$ cat config.mk
export PLATFORM = sky130hd
export DESIGN_NAME = tick_watchdog
export DESIGN_NICKNAME = d
export VERILOG_FILES = /design/src/verilog/tick_wdog_pkg.sv /design/src/verilog/tick_watchdog.sv
export SDC_FILE = /design/constraint.sdc
export NUM_CORES = 1
export LEC_CHECK = 0
export BUFFER_PORTS_ARGS = -buffer_cell sky130_fd_sc_hd__buf_2
export CAP_MARGIN = 30
export CORE_MARGIN = 4
export CORE_UTILIZATION = 50
export DETAILED_ROUTE_END_ITERATION = 12
export GPL_TIMING_DRIVEN = 0
export PLACE_DENSITY = 0.74
export SLEW_MARGIN = 20
export SYNTH_ARGS = -nofsm -noshare
export SYNTH_HDL_FRONTEND = slang
export SYNTH_SLANG_ARGS = --single-unit
$ cat constraint.sdc
create_clock -name clock -period 2.69 [get_ports clock]
set_input_delay 0.4035 -clock clock [delete_from_list [all_inputs] [get_ports clock]]
set_output_delay 0.4035 -clock clock [all_outputs]
set_load 0.05 [all_outputs]
$ cat src/verilog/tick_wdog_pkg.sv
// Constants shared by the tick counter, watchdog and prescaler block
package tick_wdog_pkg;

  // Register indices on the plain register port
  localparam logic [2:0] OFS_CONTROL      = 3'h0;
  localparam logic [2:0] OFS_TICK_COUNTER = 3'h1;
  localparam logic [2:0] OFS_WDOG_CONTROL = 3'h2;
  localparam logic [2:0] OFS_CLOCK_SELECT = 3'h3;
  localparam logic [2:0] OFS_PORT_B       = 3'h4;

  // control_register fields
  localparam int CTL_TICK_SOURCE  = 5;
  localparam int CTL_TICK_EDGE    = 4;
  localparam int CTL_PRESCALE_EN  = 3;
  localparam int CTL_RATIO_LSB    = 0;

  // watchdog_control fields
  localparam int WDC_ENABLE       = 7;
  localparam int WDC_IRQ_SELECT   = 6;
  localparam int WDC_PRESCALE_EN  = 3;
  localparam int WDC_RATIO_LSB    = 0;
  localparam logic [7:0] WDC_WRITABLE_MASK = 8'hcf;

  // bank0_clock_select_register field
  localparam int CSEL_TICK_CLOCK  = 6;

  // Reset values
  localparam logic [7:0] CONTROL_RESET      = 8'h00;
  localparam logic [7:0] WDOG_CONTROL_RESET = 8'h00;
  localparam logic [7:0] CLOCK_SELECT_RESET = 8'h00;

  // Timing: unprescaled watchdog period and the clock rate
  localparam longint WDOG_PERIOD_NS    = 16500000;
  localparam longint CLOCK_PERIOD_NS   = 25;
  localparam longint WDOG_PERIOD_CYC   = WDOG_PERIOD_NS / CLOCK_PERIOD_NS;
  // One watchdog counter step; 256 steps make one unprescaled period
  localparam longint WDOG_STEPS        = 256;
  localparam longint WDOG_STEP_CYC_RAW = WDOG_PERIOD_CYC / WDOG_STEPS;
  localparam int     WDOG_STEP_CYC     = (WDOG_STEP_CYC_RAW < 1) ? 1 : int'(WDOG_STEP_CYC_RAW);

endpackage : tick_wdog_pkg
$ cat src/verilog/tick_watchdog.sv
// Tick counter, watchdog timer and their two prescalers behind a plain register port

`timescale 1ns/1ps

module tick_watchdog
  import tick_wdog_pkg::*;
#(
  parameter int STEP_CYCLES = WDOG_STEP_CYC
) (
  input  wire logic       clock,
  input  wire logic       reset,
  input  wire logic [2:0] addr,
  input  wire logic [7:0] wdata,
  input  wire logic       wr_stb,
  input  wire logic       rd_stb,
  output logic      [7:0] rdata,
  input  wire logic       main_clock_tick,
  input  wire logic       sub_clock_tick,
  input  wire logic       count_pin,
  input  wire logic       shared_port_pin,
  input  wire logic       clear_watchdog_instruction,
  input  wire logic       sleep_instruction,
  input  wire logic       sleep_mode,
  output logic            ext_irq,
  output logic            tick_overflow,
  output logic            watchdog_reset
);

  ////////////////////////////////////////////////////////////////////////////
  // Shared helpers

  // Low bits that must all be ones for a prescaler to pass a step
  function automatic logic [7:0] ratio_mask(input logic [2:0] code);
    ratio_mask = ~(8'hff << ({1'b0, code} + 4'h1));
  endfunction : ratio_mask

  ////////////////////////////////////////////////////////////////////////////
  // Register file and read port

  logic [7:0] control_r,  control_nxt;
  logic [7:0] wdog_ctl_r, wdog_ctl_nxt;
  logic [7:0] clk_sel_r,  clk_sel_nxt;
  logic [7:0] rdata_r,    rdata_nxt;
  logic       ext_irq_r,  ext_irq_nxt;
  logic [7:0] tick_cnt_r;

  logic wr_control;
  logic wr_tick;
  logic wr_wdog;
  logic wr_clksel;

  always_comb begin
    wr_control   = wr_stb && (addr == OFS_CONTROL);
    wr_tick      = wr_stb && (addr == OFS_TICK_COUNTER);
    wr_wdog      = wr_stb && (addr == OFS_WDOG_CONTROL);
    wr_clksel    = wr_stb && (addr == OFS_CLOCK_SELECT);
    control_nxt  = wr_control ? wdata : control_r;
    // Unused watchdog control and clock select bits are masked on the way in; control_r keeps every written bit
    wdog_ctl_nxt = wr_wdog ? (wdata & WDC_WRITABLE_MASK) : wdog_ctl_r;
    clk_sel_nxt  = wr_clksel ? (wdata & (8'h01 << CSEL_TICK_CLOCK)) : clk_sel_r;
    // Select low keeps the pin away from the interrupt logic
    ext_irq_nxt  = wdog_ctl_r[WDC_IRQ_SELECT] && shared_port_pin;
    rdata_nxt    = 8'h00;
    if (rd_stb) begin
      case (addr)
        OFS_CONTROL:      rdata_nxt = control_r;
        OFS_TICK_COUNTER: rdata_nxt = tick_cnt_r;
        OFS_WDOG_CONTROL: rdata_nxt = wdog_ctl_r;
        OFS_CLOCK_SELECT: rdata_nxt = clk_sel_r;
        OFS_PORT_B:       rdata_nxt = {7'h00, shared_port_pin};
        default:          rdata_nxt = 8'h00;
      endcase
    end
  end

  always_ff @(posedge clock) begin
    if (reset) begin
      control_r  <= CONTROL_RESET;
      wdog_ctl_r <= WDOG_CONTROL_RESET;
      clk_sel_r  <= CLOCK_SELECT_RESET;
      rdata_r    <= 8'h00;
      ext_irq_r  <= 1'b0;
    end else begin
      control_r  <= control_nxt;
      wdog_ctl_r <= wdog_ctl_nxt;
      clk_sel_r  <= clk_sel_nxt;
      rdata_r    <= rdata_nxt;
      ext_irq_r  <= ext_irq_nxt;
    end
  end

  assign rdata   = rdata_r;
  assign ext_irq = ext_irq_r;

  ////////////////////////////////////////////////////////////////////////////
  // Tick counter and its prescaler

  logic [7:0] tick_cnt_nxt;
  logic [7:0] tick_pre_r, tick_pre_nxt;
  logic       pin_prev_r, pin_prev_nxt;
  logic       tick_ovf_r, tick_ovf_nxt;
  logic       core_tick;
  logic       pin_edge;
  logic       src_event;
  logic       tick_step;

  always_comb begin
    core_tick    = clk_sel_r[CSEL_TICK_CLOCK] ? sub_clock_tick : main_clock_tick;
    // Pin is synchronous, so one previous sample is enough for edge finding
    pin_edge     = control_r[CTL_TICK_EDGE] ? (pin_prev_r && !count_pin)
                                            : (!pin_prev_r && count_pin);
    src_event    = control_r[CTL_TICK_SOURCE] ? pin_edge : core_tick;
    tick_step    = 1'b0;
    tick_pre_nxt = tick_pre_r;
    tick_cnt_nxt = tick_cnt_r;
    tick_ovf_nxt = 1'b0;
    pin_prev_nxt = count_pin;
    if (!sleep_mode && src_event) begin
      tick_pre_nxt = tick_pre_r + 8'h01;
      if (control_r[CTL_PRESCALE_EN]) begin
        tick_step = (tick_pre_r & ratio_mask(control_r[2:0])) == ratio_mask(control_r[2:0]);
      end else begin
        tick_step = 1'b1;
      end
    end
    if (tick_step) begin
      tick_cnt_nxt = tick_cnt_r + 8'h01;
      tick_ovf_nxt = (tick_cnt_r == 8'hff);
    end
    // Software load wins over a count in the same cycle
    if (wr_tick) begin
      tick_cnt_nxt = wdata;
      tick_pre_nxt = 8'h00;
    end
  end

  always_ff @(posedge clock) begin
    if (reset) begin
      tick_cnt_r <= 8'h00;
      tick_pre_r <= 8'h00;
      pin_prev_r <= 1'b0;
      tick_ovf_r <= 1'b0;
    end else begin
      tick_cnt_r <= tick_cnt_nxt;
      tick_pre_r <= tick_pre_nxt;
      pin_prev_r <= pin_prev_nxt;
      tick_ovf_r <= tick_ovf_nxt;
    end
  end

  assign tick_overflow = tick_ovf_r;

  ////////////////////////////////////////////////////////////////////////////
  // Watchdog: oscillator stand-in, prescaler, counter

  // The free-running oscillator is modelled by a divider off the block clock;
  // it ignores sleep so the watchdog keeps timing while the core is stopped.
  logic [31:0] osc_cnt_r, osc_cnt_nxt;
  logic [7:0]  wdog_pre_r, wdog_pre_nxt;
  logic [7:0]  wdog_cnt_r, wdog_cnt_nxt;
  logic        wdog_rst_r, wdog_rst_nxt;
  logic        osc_tick;
  logic        wdog_step;
  logic        wdog_clear;

  always_comb begin
    osc_tick     = (osc_cnt_r == 32'(STEP_CYCLES - 1));
    osc_cnt_nxt  = osc_tick ? 32'h0 : osc_cnt_r + 32'h1;
    wdog_pre_nxt = wdog_pre_r;
    wdog_cnt_nxt = wdog_cnt_r;
    wdog_rst_nxt = 1'b0;
    wdog_step    = 1'b0;
    if (osc_tick) begin
      wdog_pre_nxt = wdog_pre_r + 8'h01;
      if (wdog_ctl_r[WDC_PRESCALE_EN]) begin
        wdog_step = (wdog_pre_r & ratio_mask(wdog_ctl_r[2:0]))
                    == ratio_mask(wdog_ctl_r[2:0]);
      end else begin
        wdog_step = 1'b1;
      end
    end
    if (wdog_step) begin
      wdog_cnt_nxt = wdog_cnt_r + 8'h01;
      wdog_rst_nxt = (wdog_cnt_r == 8'hff) && wdog_ctl_r[WDC_ENABLE];
    end
    // A disabled watchdog is held cleared so enabling it starts a full period
    wdog_clear = clear_watchdog_instruction || sleep_instruction
                 || !wdog_ctl_r[WDC_ENABLE] || wdog_rst_r;
    if (wdog_clear) begin
      wdog_pre_nxt = 8'h00;
      wdog_cnt_nxt = 8'h00;
      osc_cnt_nxt  = 32'h0;
      wdog_rst_nxt = 1'b0;
    end
  end

  always_ff @(posedge clock) begin
    if (reset) begin
      osc_cnt_r  <= 32'h0;
      wdog_pre_r <= 8'h00;
      wdog_cnt_r <= 8'h00;
      wdog_rst_r <= 1'b0;
    end else begin
      osc_cnt_r  <= osc_cnt_nxt;
      wdog_pre_r <= wdog_pre_nxt;
      wdog_cnt_r <= wdog_cnt_nxt;
      wdog_rst_r <= wdog_rst_nxt;
    end
  end

  assign watchdog_reset = wdog_rst_r;

  ////////////////////////////////////////////////////////////////////////////
  // Checks

  a_wdog_enable_write: assert property (
    @(posedge clock) disable iff (reset)
    wr_wdog |=> (wdog_ctl_r[WDC_ENABLE] == $past(wdata[WDC_ENABLE]))
                && (wdog_ctl_r[WDC_IRQ_SELECT] == $past(wdata[WDC_IRQ_SELECT])))
    else $error("watchdog control bits 7 and 6 did not take the written value");

  a_unused_bits_zero: assert property (
    @(posedge clock) disable iff (reset)
    wr_wdog |=> (wdog_ctl_r[5:4] == 2'b00) ##1 (wdog_ctl_r[5:4] == 2'b00))
    else $error("watchdog control unused bits became nonzero");

  a_irq_path_gate: assert property (
    @(posedge clock) disable iff (reset)
    !wdog_ctl_r[WDC_IRQ_SELECT] |=> !ext_irq_r)
    else $error("interrupt path open while pin select is low");

  a_port_read_level: assert property (
    @(posedge clock) disable iff (reset)
    (rd_stb && addr == OFS_PORT_B) |=> (rdata_r[0] == $past(shared_port_pin)))
    else $error("port read does not show the shared pin level");

  a_tick_write_clear: assert property (
    @(posedge clock) disable iff (reset)
    wr_tick |=> (tick_pre_r == 8'h00) && (tick_cnt_r == $past(wdata)))
    else $error("tick counter write did not load value and clear prescaler");

  a_wdog_instr_clear: assert property (
    @(posedge clock) disable iff (reset)
    (clear_watchdog_instruction || sleep_instruction)
      |=> (wdog_cnt_r == 8'h00) && (wdog_pre_r == 8'h00) && !wdog_rst_r)
    else $error("watchdog not cleared by clear or sleep instruction");

  a_tick_sleep_hold: assert property (
    @(posedge clock) disable iff (reset)
    (sleep_mode && !wr_tick) |=> $stable(tick_cnt_r) && $stable(tick_pre_r))
    else $error("tick counter moved during sleep");

  a_tick_plain_step: assert property (
    @(posedge clock) disable iff (reset)
    (!control_r[CTL_TICK_SOURCE] && !control_r[CTL_PRESCALE_EN] && !sleep_mode
      && !wr_tick && core_tick) |=> (tick_cnt_r == $past(tick_cnt_r) + 8'h01))
    else $error("tick counter did not step on the internal clock");

  a_edge_step: assert property (
    @(posedge clock) disable iff (reset)
    (control_r[CTL_TICK_SOURCE] && !control_r[CTL_PRESCALE_EN] && !sleep_mode
      && !wr_tick && !pin_edge) |=> (tick_cnt_r == $past(tick_cnt_r)))
    else $error("tick counter moved without a count pin edge");

  a_timeout_enabled: assert property (
    @(posedge clock) disable iff (reset)
    $rose(wdog_rst_r) |-> $past(wdog_ctl_r[WDC_ENABLE]) && ($past(wdog_cnt_r) == 8'hff)
                          ##1 (wdog_cnt_r == 8'h00))
    else $error("watchdog reset without an enabled full count");

  a_reset_clears: assert property (
    @(posedge clock)
    reset |=> (wdog_cnt_r == 8'h00) && (wdog_pre_r == 8'h00) && !wdog_rst_r)
    else $error("reset did not clear the watchdog");

  a_disabled_quiet: assert property (
    @(posedge clock) disable iff (reset)
    !wdog_ctl_r[WDC_ENABLE] |=> !wdog_rst_r && (wdog_cnt_r == 8'h00))
    else $error("disabled watchdog is counting or firing");

endmodule : tick_watchdog

-- Word level (Yosys, flattened, before mapping)
Index checks and enable logic that the tools add are counted.
- output and inout port bits: 11
- input bits: 22
- word-level logic and storage cells: 72
- bits in registers: 91
- bitwise gates (word level): 7
- multiplexer cells: 10
- shift operators: 2
- equal/unequal tests: 9
- reduce and logical (&&, ||, !) cells: 24
- add/subtract/negate cells: 7
- operator list (cell ; count):
    case mux 8 bit (5 select lines) ; 1
    adder 32 x 1 -> 32 bit, second input constant ; 1
    adder 8 x 1 -> 8 bit, second input constant ; 4
    == test 32 x 12 -> 1 bit, second input constant ; 1
    AND 8 bit ; 2
    == test 8 bit ; 2
    == test 8 bit, second input constant ; 2
    two-way mux 8 bit ; 2
    NOT 8 bit ; 2
    << shifter 8 x 4 -> 8 bit, first input constant ; 2
    logical AND 1 bit ; 9
    adder 3 x 1 -> 4 bit, second input constant ; 2
    OR reduction 2 bit ; 4
    two-way mux 1 bit ; 7
    == test 3 x 2 -> 1 bit, second input constant ; 2
    OR reduction 3 bit ; 2
    logical NOT 1 bit ; 4
    == test 3 x 1 -> 1 bit, second input constant ; 1
    == test 3 bit, second input constant ; 1
    logical NOT 3 bit ; 1
    logical OR 1 bit ; 3
    NOT 1 bit ; 3
    nonzero test 2 bit ; 1

-- Longest topological paths before layout
- depth after elaboration: 9
- mapped depth: 9

-- Least setup slack after synthesis
OpenSTA, ideal clock, no wires.
- kind: register -> register
- start: register wdog_ctl_r[1]
- end: register wdog_cnt_r[3]
- arrival time: 1.907 ns
- required time: 2.618 ns
- slack: 0.711 ns
- cell stages (with the launch flop): 8
- period minus slack after synthesis: 1.979 ns
- cells stage by stage: dfxtp_1 ha_1 nor2b_1 o31a_1 o21ai_1 a21boi_1 or4_1 a21oi_1
- cells in the longest elaborated chain, start to end: 7
- ends and longest elaborated chain (item ; RTL line ; RTL):
    start: declaration ; tick_watchdog.sv:41 ; logic [7:0] wdog_ctl_r, wdog_ctl_nxt;
    start signal: assignment ; tick_watchdog.sv:85 ; wdog_ctl_r <= wdog_ctl_nxt;
    adder 3 x 1 -> 4 bit (*) ; tick_watchdog.sv:34 ; ratio_mask = ~(8'hff << ({1'b0, code} + 4'h1));
    << shifter 8 x 4 -> 8 bit (*) ; tick_watchdog.sv:34 ;
    NOT 8 bit (*) ; tick_watchdog.sv:34 ;
    AND 8 bit ; tick_watchdog.sv:176 ; wdog_step = (wdog_pre_r & ratio_mask(wdog_ctl_r[2:0]))
    == test 8 bit (*) ; tick_watchdog.sv:177 ; == ratio_mask(wdog_ctl_r[2:0]);
    two-way mux 1 bit (*) ; tick_watchdog.sv:175 ; if (wdog_ctl_r[WDC_PRESCALE_EN]) begin
    two-way mux 1 bit (*) ; tick_watchdog.sv:173 ; if (osc_tick) begin
    end signal: assignment ; tick_watchdog.sv:206 ; wdog_cnt_r <= wdog_cnt_nxt;
    end: declaration ; tick_watchdog.sv:160 ; logic [7:0] wdog_cnt_r, wdog_cnt_nxt;
Every way passes the cells marked *; elsewhere a longest branch is shown, timed or not.
A chain may end at the register's enable or synchronous reset.

-- Worst setup path after layout
- start: register osc_cnt_r[0]
- end: register osc_cnt_r[22]
- cells in the longest elaborated chain, start to end: 2
- elaborated cells on any way between the ends: 3
- classes of those cells: add/sub: 1; eq/ne: 1; reduce/logical: 1
- ends and longest elaborated chain (item ; RTL line ; RTL):
    start: declaration ; tick_watchdog.sv:158 ; logic [31:0] osc_cnt_r, osc_cnt_nxt;
    start signal: assignment ; tick_watchdog.sv:204 ; osc_cnt_r <= osc_cnt_nxt;
    parallel branches: the longest is 2 deep, another holds adder 32 x 1 -> 32 bit ; - ;
Several ways; the timed one is not identified.

==> summary.txt <==
Clock tree
  – CTS tree: built
  – Inserted Clock Buffers: 9
  – Worst-Skew Late Latency: 0.36 ns
  – H-tree Lvls: 3
  – CTS sink count: 91
  – Reg clk slew, reported paths: 0.10 ns
  – Clock root buffer: clkbuf_8
  – Post-CTS Setup Inserts: 0
  – PostCTS Resize Cnt: 0
  – Hold Buf Count CTS: 0
  – Clock buffer depth: 2

Critical path
  – Kind of start point of the critical path: flop
  – Req. time, crit path: 2.92 ns
  – Critical path type: reg -> reg
  – Critical Path Source: osc_cnt_r[0]
  – R2r worst-path depth: 8
  – R2R Setup Slk: ~0.47 ns
  – CP Capture Type: flop
  – Crit Path Max Fanout: 10
  – Reg-to-Reg Start: osc_cnt_r[0]
  – Reg2reg end: osc_cnt_r[22]
  – Critical path data arrival time: approximately 2.4 ns
  – CP endpoint: osc_cnt_r[22]

Synth
  – Number of synthesized flops with an enable pin: 0
  – Share of the synthesized area in the top cell type: 41.3%
  – Netlist cell types: 54
  – Mapped Area: roughly 4400 µm²
  – Sequential share of the synthesized area: between 40% and 50%
  – Post-synthesis area per instance: 8.68 µm²
  – Most frequent cells after synthesis: dfxtp_1 (91), nor2_1 (89), nand2_1 (44), xor2_1 (27), nand4_1 (26)
  – Post-synth top area cell: dfxtp_1
  – Seq cells post-synth: 91
  – Post-synth ARST share: 0%
  – Yosys warning count: 0
  – Most common cell in the synthesized netlist: dfxtp_1
  – Syn Inst Count: a little over 500
  – Largest cells by area after synthesis: dfxtp_1 (41%), nor2_1 (7.6%), xor2_1 (5.4%)
  – Primary FF master, synth: dfxtp_1
  – Post-Syn Nets: 540

Route
  – Detail Route Antenna Nets: 0
  – Vias: 3585
  – Starting DRT DRC Count: 107
  – Drt total wl: a little under 9000 µm
  – DRC: 0
  – DR WL/cell: 13.3 µm
  – Via density: 5.41
  – Drt pass-1 iters: 4

STA
  – Fin crit period: ~2.2 ns
  – Clk_skew: 0.0146 ns
  – Setup TNS: 0 ns
  – Peak Freq: 451 MHz
  – Final setup violation count: 0
  – Tcrit/Tclk final: 82.4%
  – Max-slew violations: 0
  – Slew HR: 59.1%
  – Final hold viol count: 0
  – Slew @ Worst Pin: 0.608 ns
  – Unrepaired setup endpoints after global routing: false

Cells and area
  – Synth-to-layout area growth: 11.1%
  – Layout cell share with drive strength beyond 1: 13.0%
  – Post-Layout Cell Count: 663
  – Post-layout util: 56.8%
  – Filler cells: 796
  – ANT cells: 0
  – Final Cell Area: 4900 µm²
  – Nets@finish: 583

Floorplan
  – Site Rows: 34
  – Initial Util: 51.1%
  – Core area: 8640 µm²
  – Die Width: between 100 and 150 µm
  – Die ar.: a little over 10000 µm²
  – DIE HEIGHT: 102 µm
  – I/O pin count: 33

Placed design
  – Detailed Place HPWL: 6540 µm
  – Placer congestion estimate: slightly above 0.8
  – DP Area: 4700 µm²
  – # port buffers: 31
  – Post-Place Cells: 647

GRT
  – Global-route wire length before repair: 15000 µm
  – Pin count of the biggest net entering global routing: 17
  – Overflow after GRT: 0
  – Initial antenna violation count: 0
  – Total GRT Usage: 17.6%
  – Number of global-route vias before repair: between 3000 and 4000

Power and ir drop
  – Leakage power: about 1.7 nW
  – Maximum VDD drop: 0.207 mV
  – Cell area power density: 496 nW/µm²

Job
  – Max Cap Violations: 0

Hold path
  – Worst min path class: in -> reg

Status
  – Status: completed
-- layout make-up --
type | instances | area, µm² | share of cell area, %
clock inverter | 6 | 72.6 | 1.48
buffer | 18 | 86.3 | 1.76
multi-input combinational | 388 | 2460 | 50.2
timing repair buffer | 32 | 160 | 3.27
sequential | 91 | 1820 | 37.2
tap | 108 | 135 | 2.76
inverter | 11 | 41.3 | 0.842
clock buffer | 9 | 124 | 2.53
-- worst max-delay path, stage by stage (launching register included) --
cell	delay (ns)
dfxtp_1	0.48
ha_1	0.20
nor4b_1	0.23
nand4_1	0.20
nor2_4	0.22
inv_1	0.12
nand2_1	0.16
buf_1	0.39
nor2_1	0.09
-- registers in the layout, indices dropped and copies added, names as in the netlist --
signal and count:
wdog_pre_r 8, osc_cnt_r 32, tick_cnt_r 8, wdog_ctl_r 6, tick_pre_r 8, pin_prev_r 1, control_r 8, ext_irq 1
rdata 8, clk_sel_r 1, wdog_cnt_r 8, tick_overflow 1, watchdog_reset 1
-- cells in the final DEF (no fill, tap or decap), types with 6 or more instances in the layout --
master | Yosys | layout
inv_1 | 11 | 11
clkbuf_8 | 0 | 9
a21oi_1 | 24 | 24
buf_2 | 3 | 34
ha_1 | 10 | 10
a211oi_1 | 10 | 10
nor2_1 | 89 | 89
dfxtp_1 | 91 | 91
xnor2_1 | 24 | 24
nand3_1 | 25 | 25
nor3_1 | 11 | 11
nand4_1 | 26 | 26
nand2_1 | 44 | 44
clkbuf_1 | 9 | 9
nor2b_1 | 6 | 6
mux2i_1 | 16 | 16
nor4_2 | 7 | 7
and3_1 | 11 | 11
xor2_1 | 27 | 27
-- power by group --
part	total, mW	leakage, nW	internal [mW]	switching (mW)
sequential	1.38	0.735	1.36	0.0191
combinational	0.117	0.854	0.0487	0.0681
clock	0.938	0.0967	0.436	0.501
total	2.43	1.68	1.85	0.589
-- cell families after synthesis --
family	count (synthesis)	synth area share (%)
fa+ha+maj	10	2.84
simple gates	256	30.8
buf+inv	29	2.89
compound gates	54	7.94
xor+xnor	51	10.1
flops	91	41.3
mux	17	4.14
-- worst min path at each step --
stage | start | endpoint | slack [ns] | cells past startpoint
finish | wdata[5] | control_r[5] | 0.29 | 3
floorplan | wdog_cnt_r[7] | watchdog_reset | 0.43 | 2
global route | wdata[4] | control_r[4] | 0.28 | 3
detailed placement | control_r[6] | control_r[6] | 0.45 | 2
CTS | wdata[5] | control_r[5] | 0.27 | 3
global placement | control_r[6] | control_r[6] | 0.44 | 2
-- stage by stage --
stage          total power [mW]  worst slack (ns)  hold WS [ns]
2_1_floorplan              1.48             0.711         0.433
3_3_place_gp               1.52             0.503         0.444
6_report                   2.43             0.474         0.290
3_5_place_dp               1.53             0.456         0.453
4_1_cts                    2.46             0.443         0.272
5_1_grt                    2.53             0.245         0.277
-- routing by layer --
metal  share of wire [%]  GRT usage [%]  up-vias
li1                    -              -     1869
met1                  49           23.6     1655
met2                  47           29.0       53
met3                 3.6           3.55        8
met4                0.99           5.15        0
met5                   0              0        -
Power figures use the tool's default switching activity.
